===== config.mk =====
export PLATFORM = sky130hd
export DESIGN_NAME = pdc_powerdown_control_bank
export DESIGN_NICKNAME = d
export VERILOG_FILES = /design/src/pdc_pkg.sv /design/src/pdc_powerdown_control_bank.sv
export SDC_FILE = /design/constraint.sdc
export NUM_CORES = 1
export LEC_CHECK = 0
export ABC_AREA = 1
export BUFFER_PORTS_ARGS = -buffer_cell sky130_fd_sc_hd__buf_4
export CAP_MARGIN = 20
export CORE_MARGIN = 2
export CORE_UTILIZATION = 30
export CTS_CLUSTER_DIAMETER = 50
export DETAILED_ROUTE_END_ITERATION = 8
export GPL_TIMING_DRIVEN = 0
export PLACE_DENSITY = 0.56
export SYNTH_ARGS = -nofsm -noshare
export SYNTH_HDL_FRONTEND = slang
export SYNTH_HIERARCHICAL = 1
export SYNTH_SLANG_ARGS = --single-unit

===== constraint.sdc =====
create_clock -name clock_i -period 1 [get_ports clock_i]
set_input_delay 0.05 -clock clock_i [delete_from_list [all_inputs] [get_ports clock_i]]
set_output_delay 0.05 -clock clock_i [all_outputs]
set_load 0.02 [all_outputs]

===== src/pdc_pkg.sv =====
// package for the power-down control bank: register map, fields, reset values
package pdc_pkg;
   localparam int unsigned REG_W = 9;
   localparam int unsigned ADDR_W = 7;
   localparam logic [ADDR_W-1:0] ADDR_POWER_DOWN_MAIN = 7'h32;
   localparam logic [ADDR_W-1:0] ADDR_POWER_DOWN_CLOCKS_SPDIF = 7'h33;
   // power_down_main fields
   localparam int unsigned BIT_MASTER_SLEEP = 0;
   localparam int unsigned BIT_ADC_SLEEP = 1;
   localparam int unsigned BIT_PER_DAC_LO = 2;
   localparam int unsigned BIT_PER_DAC_HI = 4;
   localparam int unsigned BIT_EVERY_DAC_SLEEP = 6;
   // power_down_clocks_spdif fields
   localparam int unsigned BIT_OSC_OUTPUT_SLEEP = 0;
   localparam int unsigned BIT_PLL_A_SLEEP = 1;
   localparam int unsigned BIT_PLL_B_SLEEP = 2;
   localparam int unsigned BIT_CLOCK_RECOVERY_SLEEP = 3;
   localparam int unsigned BIT_SPDIF_TX_SLEEP = 4;
   localparam int unsigned BIT_SPDIF_RX_SLEEP = 5;
   // writable bits and reset values
   localparam logic [REG_W-1:0] MAIN_MASK = 9'h05F;
   localparam logic [REG_W-1:0] CLK_MASK = 9'h03F;
   localparam logic [REG_W-1:0] MAIN_RESET = 9'h05E;
   localparam logic [REG_W-1:0] CLK_RESET = 9'h03E;
   localparam logic [2:0] DAC_ALL_OFF = 3'h7;

   typedef struct packed {
      logic adc_en;
      logic [2:0] dac_en;
      logic spdif_tx_en;
      logic spdif_rx_en;
      logic clock_recovery_en;
      logic pll_a_en;
      logic pll_b_en;
      logic osc_output_en;
      logic digital_run;
      logic outputs_active;
      logic reference_en;
   } pdc_enables_t;

   localparam pdc_enables_t ENABLES_RESET = '{adc_en: 1'b0, dac_en: 3'h0, spdif_tx_en: 1'b0,
      spdif_rx_en: 1'b0, clock_recovery_en: 1'b0, pll_a_en: 1'b0, pll_b_en: 1'b0,
      osc_output_en: 1'b1, digital_run: 1'b1, outputs_active: 1'b1, reference_en: 1'b1};
endpackage : pdc_pkg


===== src/pdc_powerdown_control_bank.sv =====
// power-down control bank: two control registers and derived unit enables
`timescale 1ns/1ps
// one control register: address match, write mask and reset value
module pdc_ctrl_reg
   import pdc_pkg::*;
#(
   parameter logic [ADDR_W-1:0] REG_ADDR = '0,
   parameter logic [REG_W-1:0] REG_MASK = '0,
   parameter logic [REG_W-1:0] REG_RESET = '0
)
(
   // clock and reset
   input wire logic clock_i,
   input wire logic sys_rst_i,
   // write port from the serial control logic
   input wire logic wr_en_i,
   input wire logic [ADDR_W-1:0] addr_i,
   input wire logic [REG_W-1:0] wdata_i,
   // address match and stored contents
   output logic hit_o,
   output logic [REG_W-1:0] value_o
);
   logic hit;
   logic [REG_W-1:0] value;
   logic [REG_W-1:0] next_value;

   // masked write, unwritable bits always store zero
   always_comb begin
      hit = addr_i == REG_ADDR;
      next_value = value;
      if (wr_en_i && hit) begin
         next_value = wdata_i & REG_MASK;
      end
   end

   always_ff @(posedge clock_i or posedge sys_rst_i) begin
      if (sys_rst_i) begin
         value <= REG_RESET;
      end else begin
         value <= next_value;
      end
   end

   assign hit_o = hit;
   assign value_o = value;
endmodule : pdc_ctrl_reg

// one unit enable: low under master sleep or the unit's own sleep bits
module pdc_unit_gate #(
   parameter int unsigned UNIT_W = 1
)
(
   // sleep controls
   input wire logic master_sleep_i,
   input wire logic [UNIT_W-1:0] unit_sleep_i,
   // enable towards the unit
   output logic [UNIT_W-1:0] unit_en_o
);
   always_comb begin
      unit_en_o = '0;
      if (!master_sleep_i) begin
         unit_en_o = ~unit_sleep_i;
      end
   end
endmodule : pdc_unit_gate

module pdc_powerdown_control_bank
   import pdc_pkg::*;
(
   // clock and reset
   input wire logic clock_i,
   input wire logic sys_rst_i,
   // register write and read port from the serial control logic
   input wire logic wr_en_i,
   input wire logic [ADDR_W-1:0] addr_i,
   input wire logic [REG_W-1:0] wdata_i,
   output logic [REG_W-1:0] rdata_o,
   // unit enables
   output pdc_enables_t enables_o
);
   // stored registers and their address matches
   logic [REG_W-1:0] power_down_main;
   logic [REG_W-1:0] power_down_clocks_spdif;
   logic main_hit;
   logic clocks_hit;
   // sleep controls and gated unit enables
   logic master;
   logic [2:0] dac_sleep;
   logic adc_gated;
   logic [2:0] dac_gated;
   logic spdif_tx_gated;
   logic spdif_rx_gated;
   logic clock_recovery_gated;
   logic pll_a_gated;
   logic pll_b_gated;
   logic osc_output_gated;
   // registered enables
   pdc_enables_t enables;
   pdc_enables_t next_enables;

   pdc_ctrl_reg #(
      .REG_ADDR(ADDR_POWER_DOWN_MAIN),
      .REG_MASK(MAIN_MASK),
      .REG_RESET(MAIN_RESET)
   ) pdc_ctrl_reg_main_inst (
      .clock_i(clock_i),
      .sys_rst_i(sys_rst_i),
      .wr_en_i(wr_en_i),
      .addr_i(addr_i),
      .wdata_i(wdata_i),
      .hit_o(main_hit),
      .value_o(power_down_main)
   );

   pdc_ctrl_reg #(
      .REG_ADDR(ADDR_POWER_DOWN_CLOCKS_SPDIF),
      .REG_MASK(CLK_MASK),
      .REG_RESET(CLK_RESET)
   ) pdc_ctrl_reg_clocks_inst (
      .clock_i(clock_i),
      .sys_rst_i(sys_rst_i),
      .wr_en_i(wr_en_i),
      .addr_i(addr_i),
      .wdata_i(wdata_i),
      .hit_o(clocks_hit),
      .value_o(power_down_clocks_spdif)
   );

   // read back, unmapped addresses read as zero
   always_comb begin
      rdata_o = '0;
      if (main_hit) begin
         rdata_o = power_down_main;
      end else if (clocks_hit) begin
         rdata_o = power_down_clocks_spdif;
      end
   end

   // sleep fields, every-DAC bit overriding the per-DAC field
   always_comb begin
      master = power_down_main[BIT_MASTER_SLEEP];
      dac_sleep = power_down_main[BIT_PER_DAC_HI:BIT_PER_DAC_LO];
      if (power_down_main[BIT_EVERY_DAC_SLEEP]) begin
         dac_sleep = DAC_ALL_OFF;
      end
   end

   pdc_unit_gate #(
      .UNIT_W(1)
   ) pdc_unit_gate_adc_inst (
      .master_sleep_i(master),
      .unit_sleep_i(power_down_main[BIT_ADC_SLEEP]),
      .unit_en_o(adc_gated)
   );

   pdc_unit_gate #(
      .UNIT_W(3)
   ) pdc_unit_gate_dac_inst (
      .master_sleep_i(master),
      .unit_sleep_i(dac_sleep),
      .unit_en_o(dac_gated)
   );

   pdc_unit_gate #(
      .UNIT_W(1)
   ) pdc_unit_gate_spdif_tx_inst (
      .master_sleep_i(master),
      .unit_sleep_i(power_down_clocks_spdif[BIT_SPDIF_TX_SLEEP]),
      .unit_en_o(spdif_tx_gated)
   );

   pdc_unit_gate #(
      .UNIT_W(1)
   ) pdc_unit_gate_spdif_rx_inst (
      .master_sleep_i(master),
      .unit_sleep_i(power_down_clocks_spdif[BIT_SPDIF_RX_SLEEP]),
      .unit_en_o(spdif_rx_gated)
   );

   pdc_unit_gate #(
      .UNIT_W(1)
   ) pdc_unit_gate_recovery_inst (
      .master_sleep_i(master),
      .unit_sleep_i(power_down_clocks_spdif[BIT_CLOCK_RECOVERY_SLEEP]),
      .unit_en_o(clock_recovery_gated)
   );

   pdc_unit_gate #(
      .UNIT_W(1)
   ) pdc_unit_gate_pll_a_inst (
      .master_sleep_i(master),
      .unit_sleep_i(power_down_clocks_spdif[BIT_PLL_A_SLEEP]),
      .unit_en_o(pll_a_gated)
   );

   pdc_unit_gate #(
      .UNIT_W(1)
   ) pdc_unit_gate_pll_b_inst (
      .master_sleep_i(master),
      .unit_sleep_i(power_down_clocks_spdif[BIT_PLL_B_SLEEP]),
      .unit_en_o(pll_b_gated)
   );

   pdc_unit_gate #(
      .UNIT_W(1)
   ) pdc_unit_gate_osc_inst (
      .master_sleep_i(master),
      .unit_sleep_i(power_down_clocks_spdif[BIT_OSC_OUTPUT_SLEEP]),
      .unit_en_o(osc_output_gated)
   );

   // master sleep also stops digital logic, outputs and references
   always_comb begin
      next_enables = '0;
      next_enables.adc_en = adc_gated;
      next_enables.dac_en = dac_gated;
      next_enables.spdif_tx_en = spdif_tx_gated;
      next_enables.spdif_rx_en = spdif_rx_gated;
      next_enables.clock_recovery_en = clock_recovery_gated;
      next_enables.pll_a_en = pll_a_gated;
      next_enables.pll_b_en = pll_b_gated;
      next_enables.osc_output_en = osc_output_gated;
      next_enables.digital_run = !master;
      next_enables.outputs_active = !master;
      next_enables.reference_en = !master;
   end

   always_ff @(posedge clock_i or posedge sys_rst_i) begin
      if (sys_rst_i) begin
         enables <= ENABLES_RESET;
      end else begin
         enables <= next_enables;
      end
   end

   assign enables_o = enables;
endmodule : pdc_powerdown_control_bank


==> run summary, run 1 <==
worst vdd ir -> 0.4540 mV
global router's overall resource usage -> 0.1402
Min Clock Period, post-route -> 1112 ps
Area contributors post-synth -> dfstp_2 27%, dfrtp_1 23%, nand2_1 14%
largest net degree at the start of global routing -> 15
Final Util -> 0.5330
Die H -> 66.72 um
fraction of layout cells with a size suffix above 1 -> 0.6485
ANT cells -> 0
RSZ-0062 raised after global routing -> yes
CTS buffer count -> 3
# DRC -> 0
total placed instance area -> 1525 um^2
Core Footprint -> 3716 um^2
setup_tns -> -864.6 ps
Inst Count DP -> 223
syn avg cell area -> 8.740 um^2
PortBufs -> 36
met1 Resource Use GR -> 0.1711
htree depth -> 1
clock slew at reported path FFs -> 80 ps
CTS tree -> done
Starting Density -> 0.3175
WL/cell -> 11.44 um
Max Freq -> 899.3 MHz
cells after synthesis -> 135
Post-DP HPWL -> 1.974 mm
clk_lat worst skew -> 250 ps
Synth area leader -> dfstp_2
number of max-cap violations -> 0
most frequent cells in the layout -> 46 x buf_4, 26 x nand2_1, 19 x buf_6
Pwr Density -> 1153 nW/um^2
Avg Vias per Cell -> 4.292
flop and latch count out of synthesis -> 23
P_leak -> 0.9649 nW
Die Wd -> 66.72 um
remaining antenna violation count after routing -> 0
Crit path required time -> 950 ps
Ports -> 41
outcome -> complete, but fails checks
Worst Setup Path Type -> reg2out
gr ovfl total -> 0
Crit Path Max Fanout -> 2
post-route clock period utilization -> 1.112
Seq/Total Area, Yosys -> 0.5005
Iter 0 DRT Violations -> 18
vias -> 1073
nets@finish -> 222
first-pass GRT wire length -> 4.767 mm
post-synth top area share -> 0.2672
Root Driver -> clkbuf_8
routability cong. -> 0.8095
hold slack -> 27.87 ps
most common cell after layout, fill and taps aside -> buf_4
Critical Path Sink Type -> primary output
post-route cell area -> 1981 um^2
GR Layer Usage met2 -> 0.2475
crit start category -> flop
worst min-delay path category -> in2reg
grt met3 use -> 0.02534
First-pass DRT Iterations -> 4
yosys warns -> 6
P&R area growth vs syn -> 67.87%
initial antenna violation count -> 0
final worst slack -> -112.0 ps
worst-case clock buffer depth -> 2
skew final -> 0.9413 ps
clk sink count -> 23
row count -> 22
library cells used by synthesis -> 18
non-filler cells, final -> 250
Mapped Area -> 1180 um^2
worst path arrival time -> 1060 ps
Hold Fails Final Rpt -> 0
vias in the first global route -> 1046
die area -> 4451 um^2
final setup fails -> 11
violated checks -> setup timing
drt total wl -> 2.860 mm
Top Usage Layer GRT -> met2
Pins Over Slew Limit -> 0
## stage by stage
step | total power, mW | setup WS [ps]
after global routing | 2.425 | -149.9
final | 2.284 | -112.0
after floorplan | 1.392 | 70.15
after global placement | 1.613 | -243.1
after CTS | 2.266 | -112.8
after detailed placement | 1.617 | -240.0
## state kept, by name, summed over array words and instances, names as in the netlist
| signal | flops |
|---|---|
| enables_o | 11 |
| pdc_ctrl_reg_main_inst/value_o | 6 |
| pdc_ctrl_reg_clocks_inst/value_o | 6 |
## power by group
part	switching (mW)	internal, mW
Sequential	0.0547	1.07
Combinational	0.315	0.295
Clock	0.272	0.277
## what timing repair did
action | CTS | global route
hold buffers | 1 | 0
endpoints found under the hold margin | 21 | 0
resized for setup | 43 | 24
setup buffers | 17 | 4
endpoints found under the setup margin | 9 | 17
cloned | 1 | 0
pin swaps | 15 | 14
## final cells by class
cell class                      count  area (um^2)
Clock buffer                        3        41.29
Sequential cell                    23        591.8
Timing Repair Buffer               59        523.0
Clock inverter                      1        5.005
Tap cell                           48        60.06
Inverter                           10        55.05
Multi-Input combinational cell     96        618.1
Buffer                             10        86.33
Fill cell                         333         1735
## cells in the mapped netlist
cell type	n
buf_2	1
buf_4	8
buf_6	1
conb_1	2
dfrtp_1	11
dfstp_2	12
inv_1	8
inv_2	2
nand2_1	44
nand2_2	4
nand3_1	9
nand3_4	2
nand4_1	12
nor2_1	10
nor2_4	3
nor2_8	1
nor4_1	2
or2_2	3
## cell families (layout without fill, tap and decap cells)
family	Yosys count	count (layout)	synth area share
simple gates	90	90	0.3966
flops	23	23	0.5005
buf+inv	20	83	0.09650
other cells	2	6	0.006365
## path summary, 6_finish.rpt
kind                                                            startpoint                                              end  slack, ps  cells after the start
setup / recovery           pdc_ctrl_reg_clocks_inst/value_o[4]$_DFFE_PP1P_                                       rdata_o[4]       -110                      3
hold / removal                                                  wdata_i[5]  pdc_ctrl_reg_clocks_inst/value_o[5]$_DFFE_PP1P_         30                      3
setup reg to reg             pdc_ctrl_reg_main_inst/value_o[6]$_DFFE_PP1P_                          enables_o[10]$_DFF_PP0_         40                      3
hold reg to reg            pdc_ctrl_reg_clocks_inst/value_o[0]$_DFFE_PP0P_                           enables_o[3]$_DFF_PP1_        460                      1
max in group asynchronous                                        sys_rst_i                           enables_o[0]$_DFF_PP1_        340                      3
min in group asynchronous                                        sys_rst_i    pdc_ctrl_reg_main_inst/value_o[0]$_DFFE_PP0P_        280                      3
## critical path: stages (launching register included)
cell and delay (ps):
dfstp_2 550, nand3_2 70, nand2_2 80, buf_6 110
## routing by layer
metal,up-vias,part of all wire
li1,554,-
met1,484,0.41
met2,33,0.51
met3,2,0.075
met4,0,0.0035
met5,-,0
(Power assumes the default switching activity.)
==> run 2: changes to the inputs <==
--- a/config.mk
+++ b/config.mk
@@ -5,15 +5,14 @@
 export SDC_FILE = /design/constraint.sdc
 export NUM_CORES = 1
 export LEC_CHECK = 0
-export ABC_AREA = 1
-export BUFFER_PORTS_ARGS = -buffer_cell sky130_fd_sc_hd__buf_4
+export BUFFER_PORTS_ARGS = -buffer_cell sky130_fd_sc_hd__buf_2
 export CAP_MARGIN = 20
 export CORE_MARGIN = 2
-export CORE_UTILIZATION = 30
+export CORE_UTILIZATION = 48
 export CTS_CLUSTER_DIAMETER = 50
 export DETAILED_ROUTE_END_ITERATION = 8
 export GPL_TIMING_DRIVEN = 0
-export PLACE_DENSITY = 0.56
+export PLACE_DENSITY = 0.81
 export SYNTH_ARGS = -nofsm -noshare
 export SYNTH_HDL_FRONTEND = slang
 export SYNTH_HIERARCHICAL = 1
==> run 2 against run 1 <==
Net effect:
- the run still ends with setup timing left
- cell count is 31% lower
- sequential power hardly changed
- core utilization is 21 points higher
- via count is 21% lower
- hold slack better by 200 ps
- clock skew hardly changed
- clock-buffer cell count is 1 higher
- cell area is 17% lower
- register-to-register slack hardly changed
- global-route usage is 6.9 points higher
- maximum frequency is 11% lower
- critical path type unchanged
- critical endpoint is now rdata_o[1]
==> run summary, run 2 <==
Reg-to-Reg Start -> pdc_ctrl_reg_main_inst/value_o[6]$_DFFE_PP1P_
post-route clock period utilization -> 1.255 (+0.1426)
syn avg cell area -> 13.02 um^2 (+49%)
non-filler cells, final -> 173 (-31%)
largest net degree at the start of global routing -> 13 (-2)
outcome -> complete, but fails checks
Pwr Density -> 1275 nW/um^2 (+11%)
global router's overall resource usage -> 0.2093 (+0.06914)
Clk pwr share -> 0.203 (-0.037)
PortBufs -> 36 (unchanged)
drt total wl -> 2.580 mm (-9.8%)
post-synth top area share -> 0.2816 (+0.01433)
Mapped Area -> 1120 um^2 (-5.1%)
Core Footprint -> 2212 um^2 (-40%)
CTS tree -> done
CP Launch Point -> pdc_ctrl_reg_main_inst/value_o[1]$_DFFE_PP1P_
Flop pwr share -> 0.541 (+0.049)
most frequent cells in the layout -> 23 x buf_2, 17 x buf_6, 14 x buf_4
final setup fails -> 11 (unchanged)
First-pass DRT Iterations -> 4 (unchanged)
most common cell after layout, fill and taps aside -> buf_2
final worst slack -> -254.6 ps (-142.6 ps)
sw frac -> 0.2780 (-0.002989)
initial antenna violation count -> 0 (unchanged)
Iter 0 DRT Violations -> 16 (-2)
first-pass GRT wire length -> 4.043 mm (-15%)
Ports -> 41 (unchanged)
Area contributors post-synth -> dfstp_2 28%, dfrtp_1 25%, mux2_4 16%
yosys warns -> 6 (unchanged)
final total power -> 2.085 mW (-8.7%)
Die Wd -> 52.30 um (-22%)
die area -> 2735 um^2 (-39%)
Internal -> 1.505 mW (-8.3%)
skew final -> 1.387 ps (+0.4458 ps)
EDFF count, synth -> 0 (unchanged)
WL/cell -> 14.91 um (+30%)
Reg area -> 591.8 um^2 (unchanged)
crit start category -> flop
worst-case clock buffer depth -> 2 (unchanged)
Pins Over Slew Limit -> 0 (unchanged)
Root Driver -> clkbuf_4
Max Freq -> 797.1 MHz (-11%)
Synth area leader -> dfstp_2
commonest cells in the synthesized netlist -> 12 x dfstp_2, 12 x mux2_4, 11 x dfrtp_1
P&R area growth vs syn -> 46.03%
R2R setup slack -> 30 ps (about the same)
clk sink count -> 23 (unchanged)
Crit path required time -> 950 ps (about the same)
Hold Fails Final Rpt -> 0 (unchanged)
nets@finish -> 165 (-26%)
CP peak stage delay -> 580 ps (+30 ps)
Crit Path Max Fanout -> 3 (+1)
vias in the first global route -> 846 (-19%)
Reg2Reg Depth -> 3 (unchanged)
Post-DP HPWL -> 1.604 mm (-19%)
routability cong. -> 0.6739 (-17%)
setup_tns -> -1843 ps (-978.3 ps)
remaining antenna violation count after routing -> 0 (unchanged)
clock slew at reported path FFs -> 120 ps (+40 ps)
asr flop ratio synth -> 1.000 (unchanged)
fillers -> 156 (-53%)
CP max-delay cell -> dfstp_2
RSZ-0062 raised after global routing -> yes
ANT cells -> 0 (unchanged)
fraction of layout cells with a size suffix above 1 -> 0.6483 (about the same)
violated checks -> setup timing
Slew @ Worst Pin -> 626.1 ps
Min Clock Period, post-route -> 1255 ps (+142.6 ps)
cells after synthesis -> 86 (-36%)
CP cell instances -> a22o_1 > buf_6
Seq/Total Area, Yosys -> 0.5274 (+0.02684)
Multi-input gate area -> 460.4 um^2 (-26%)
clk_lat worst skew -> 310 ps (+60 ps)
ys flop type -> dfstp_2
worst vdd ir -> 0.9125 mV (+100%)
# DRC -> 0 (unchanged)
sw power -> 0.5796 mW (-9.7%)
combinational power share -> 0.255 (-0.012)
row count -> 17 (-23%)
Inst Count DP -> 154 (-31%)
flop and latch count out of synthesis -> 23 (unchanged)
Critical Path Sink Type -> primary output
R2R Path End -> enables_o[9]$_DFF_PP0_
Avg Vias per Cell -> 4.873 (+14%)
CTS buffer count -> 3 (unchanged)
worst min-delay path category -> in2async
gr ovfl total -> 0 (unchanged)
P_leak -> 0.7767 nW (-20%)
library cells used by synthesis -> 17 (-1)
vias -> 843 (-21%)
Worst Setup Path Type -> reg2out
Starting Density -> 0.5062 (+0.1887)
htree depth -> 1 (unchanged)
max reg flops -> 11 (unchanged)
Slew HR -> 0.5782
Die H -> 52.30 um (-22%)
worst path arrival time -> 1200 ps (+140 ps)
number of max-cap violations -> 0 (unchanged)
-- run 2: metrics by stage --
step	util	instance area [um^2]	worst slack [ps]	hold slack [ps]
after floorplan	-	1152	-23.80	-162.7
after global placement	0.6182	1368	-220.1	-12.32
after detailed placement	0.6182	1368	-235.4	2.640
after CTS	0.7285	1612	-205.5	212.4
after global routing	0.7393	1635	-304.5	253.1
final	0.7393	1635	-254.6	224.1
-- run 2: worst max-delay path, delay by kind of cell, from the launching register on --
family	cells	cell delay [ps]
buffers and inverters	1	130
AO/OA/AOI/OAI	1	190
flip-flops	1	580
-- run 2: layer usage --
| metal | vias up | global-route usage | wire length (um) |
|---|---|---|---|
| met1 | 412 | 0.2435 | 961 |
| met3 | 3 | 0.02286 | 155 |
| met2 | 37 | 0.3771 | 1428 |
| li1 | 391 | - | - |
| met5 | - | 0 | 0 |
| met4 | 0 | 0.1026 | 35 |
-- run 2: power groups by stage --
stage          Combinational, mW  Sequential (mW)  Clock, mW
3_5_place_dp               0.399             1.15          0
4_1_cts                    0.506             1.12      0.427
6_report                   0.533             1.13      0.423
2_1_floorplan              0.168             1.23          0
5_1_grt                    0.573             1.14      0.449
3_3_place_gp               0.387             1.14          0
-- run 2: worst max path at each step --
stage / slack (ps) / end
floorplan: -20 / pdc_ctrl_reg_clocks_inst/value_o[0]$_DFFE_PP0P_
global placement: -220 / rdata_o[3]
detailed placement: -240 / rdata_o[2]
CTS: -210 / rdata_o[1]
global route: -300 / rdata_o[1]
finish: -250 / rdata_o[1]
-- run 2: final cells by class --
class | instances | share of cell area
inverters | 4 | 0.009181
multi-input cells | 51 | 0.2816
clock buffers | 4 | 0.01607
flip-flops and latches | 23 | 0.3619
plain buffers | 11 | 0.05968
well taps | 28 | 0.02142
repair buffers | 52 | 0.2502
-- run 2: repair_timing --
action / CTS / global route
hold buffers: 8 / 0
setup buffers: 8 / 0
hold endpoints to repair: 33 / 0
endpoints found under the setup margin: 11 / 15
resized for setup: 30 / 8
pin swaps: 7 / 7
-- run 2: cell families (layout without fill, tap and decap cells) --
kind of cell,after synthesis,in the layout,share of synthesized area
DFF,23,23,0.5274
and+or+nand+nor,24,24,0.1341
other,2,6,0.006706
muxes,12,12,0.1609
buffers and inverters,16,71,0.1039
AOI/OAI and AO/OA,9,9,0.06704
==> run 3: changes to the inputs <==
--- a/config.mk
+++ b/config.mk
@@ -13,6 +13,7 @@
 export DETAILED_ROUTE_END_ITERATION = 8
 export GPL_TIMING_DRIVEN = 0
 export PLACE_DENSITY = 0.81
+export RECOVER_POWER = 50
 export SYNTH_ARGS = -nofsm -noshare
 export SYNTH_HDL_FRONTEND = slang
 export SYNTH_HIERARCHICAL = 1
==> run 3 against run 2 <==
Net effect:
- maximum frequency increased by 0.16%
- the run still ends with setup timing left
- total power decreased by 0.16%
- combinational power decreased by 0.9%
- highest routed layer unchanged
- sequential power about the same
- sequential share of layout area increased by 0.17 points
- clock power about the same
==> run summary, run 3 (synthesis gave the netlist of run 2 again) <==
GR Layer Usage met2 -> 0.3771 (unchanged)
worst path arrival time -> 1200 ps (about the same)
Worst Setup Path Type -> reg2out
clk_lat worst skew -> 310 ps (about the same)
final total power -> 2.082 mW (-0.16%)
most frequent cells in the layout -> 22 x buf_2, 16 x buf_6, 14 x buf_4
final setup fails -> 12 (+1)
met1 Resource Use GR -> 0.2435 (unchanged)
R2R Path End -> pdc_ctrl_reg_main_inst/value_o[0]$_DFFE_PP0P_
Pwr Density -> 1279 nW/um^2 (+0.30%)
vias in the first global route -> 846 (unchanged)
gr ovfl total -> 0 (unchanged)
Avg Vias per Cell -> 4.861 (-0.24%)
Post-DP HPWL -> 1.604 mm (unchanged)
max reg flops -> 11 (unchanged)
Ports -> 41 (unchanged)
skew final -> 4.071 ps (+2.684 ps)
routability cong. -> 0.6739 (unchanged)
Max Freq -> 798.4 MHz (+0.16%)
Crit path required time -> 950 ps (about the same)
P_leak -> 0.7724 nW (-0.56%)
drt total wl -> 2.592 mm (+0.47%)
initial antenna violation count -> 0 (unchanged)
crit start category -> flop
die area -> 2735 um^2 (unchanged)
Inst Count DP -> 154 (unchanged)
worst vdd ir -> 0.9088 mV (-0.40%)
post-route clock period utilization -> 1.253 (-0.002034)
CP cell instances -> a22o_1 > buf_6
total placed instance area -> 1368 um^2 (unchanged)
hold slack -> 219.2 ps (-4.903 ps)
first-pass GRT wire length -> 4.043 mm (unchanged)
vias -> 841 (-0.24%)
fraction of layout cells with a size suffix above 1 -> 0.6414 (-0.006897)
# DRC -> 0 (unchanged)
global router's overall resource usage -> 0.2093 (unchanged)
CP max-delay cell -> dfstp_2
Reg2Reg Depth -> 2 (-1)
CP peak stage delay -> 580 ps (about the same)
worst-case clock buffer depth -> 2 (unchanged)
non-filler cells, final -> 173 (unchanged)
largest net degree at the start of global routing -> 13 (unchanged)
First-pass DRT Iterations -> 4 (unchanged)
Critical Path Sink Type -> primary output
cell family with most CP delay -> flip-flops
Top Usage Layer GRT -> met2
Slew HR -> 0.5782 (unchanged)
worst min-delay path category -> in2async
most common cell after layout, fill and taps aside -> buf_2
ANT cells -> 0 (unchanged)
Die H -> 52.30 um (unchanged)
WL/cell -> 14.98 um (+0.47%)
Iter 0 DRT Violations -> 19 (+3)
Slew @ Worst Pin -> 626.1 ps (unchanged)
remaining antenna violation count after routing -> 0 (unchanged)
grt met3 use -> 0.02286 (unchanged)
htree depth -> 1 (unchanged)
row count -> 17 (unchanged)
RSZ-0062 raised after global routing -> yes
setup_tns -> -1917 ps (-73.74 ps)
Min Clock Period, post-route -> 1253 ps (-2.034 ps)
Die Wd -> 52.30 um (unchanged)
nets@finish -> 165 (unchanged)
R2R setup slack -> -70 ps (-100 ps)
PortBufs -> 36 (unchanged)
Reg-to-Reg Start -> pdc_ctrl_reg_main_inst/value_o[0]$_DFFE_PP0P_
Crit Path Max Fanout -> 3 (unchanged)
clock slew at reported path FFs -> 120 ps (about the same)
Core Footprint -> 2212 um^2 (unchanged)
outcome -> complete, but fails checks
number of max-cap violations -> 0 (unchanged)
P&R area growth vs syn -> 45.36%
post-route cell area -> 1628 um^2 (-0.46%)
Root Driver -> clkbuf_4
Hold Fails Final Rpt -> 0 (unchanged)
CP Launch Point -> pdc_ctrl_reg_clocks_inst/value_o[1]$_DFFE_PP1P_
crit path to -> rdata_o[1]
CTS tree -> done
Stages on worst setup path -> 2 (unchanged)
CTS buffer count -> 3 (unchanged)
final worst slack -> -252.5 ps (+2.034 ps)
clk sink count -> 23 (unchanged)
violated checks -> setup timing
Worst Path Buf+Inv -> 1 (unchanged)
Starting Density -> 0.5062 (unchanged)
Pins Over Slew Limit -> 0 (unchanged)
-- run 3: changes by cell type in the layout (fill, tap and decap cells not counted) --
| cell | before | now |
|---|---|---|
| buf_2 | 23 | 22 |
| buf_6 | 17 | 16 |
| clkbuf_1 | 1 | 2 |
| clkbuf_2 | 0 | 1 |
-- run 3: worst min-delay path by stage --
stage | startpoint | endpoint | slack, ps | cells past startpoint
after CTS | sys_rst_i | pdc_ctrl_reg_main_inst/value_o[0]$_DFFE_PP0P_ | 210 | 3
after floorplan | sys_rst_i | pdc_ctrl_reg_clocks_inst/value_o[0]$_DFFE_PP0P_ | -160 | 1
after global placement | sys_rst_i | pdc_ctrl_reg_main_inst/value_o[0]$_DFFE_PP0P_ | -10 | 2
after global routing | sys_rst_i | pdc_ctrl_reg_clocks_inst/value_o[0]$_DFFE_PP0P_ | 260 | 3
after detailed placement | sys_rst_i | pdc_ctrl_reg_clocks_inst/value_o[0]$_DFFE_PP0P_ | 3 | 2
final | sys_rst_i | pdc_ctrl_reg_clocks_inst/value_o[0]$_DFFE_PP0P_ | 220 | 3
-- run 3: what timing repair did --
| action | in CTS | in global routing |
|---|---|---|
| hold buffers | 8 | 0 |
| setup endpoints to repair | 11 | 15 |
| resized for setup | 30 | 8 |
| setup buffers | 8 | 0 |
| pin swaps | 7 | 7 |
| hold endpoints to repair | 33 | 0 |
-- run 3: where the power goes --
part | internal (mW) | switching [mW]
clock | 0.156 | 0.269
sequential | 1.07 | 0.0571
combinational | 0.273 | 0.255
total | 1.50 | 0.581
-- run 3: final cells by class --
class | instances | area [um^2]
sequential | 23 | 591.8
fill | 159 | 584.3
multi-input combinational | 51 | 460.4
timing repair buffer | 52 | 401.6
buffer | 11 | 97.59
tap | 28 | 35.03
clock buffer | 4 | 26.28
inverter | 4 | 15.01
-- run 3: layer usage --
layer	vias up	share of wire
li1	391	-
met1	412	0.38
met4	0	0.014
met5	-	0
met3	3	0.056
met2	35	0.55
-- run 3: worst min-delay path, delay by kind of cell --
kind,cells,cell delay [ps]
buffers and inverters,3,880
-- run 3: metrics by stage --
step | utilization | setup slack (ps)
global placement | 0.6182 | -220.1
finish | 0.7359 | -252.5
detailed placement | 0.6182 | -235.4
floorplan | - | -23.80
global route | 0.7359 | -304.5
CTS | 0.7285 | -205.5
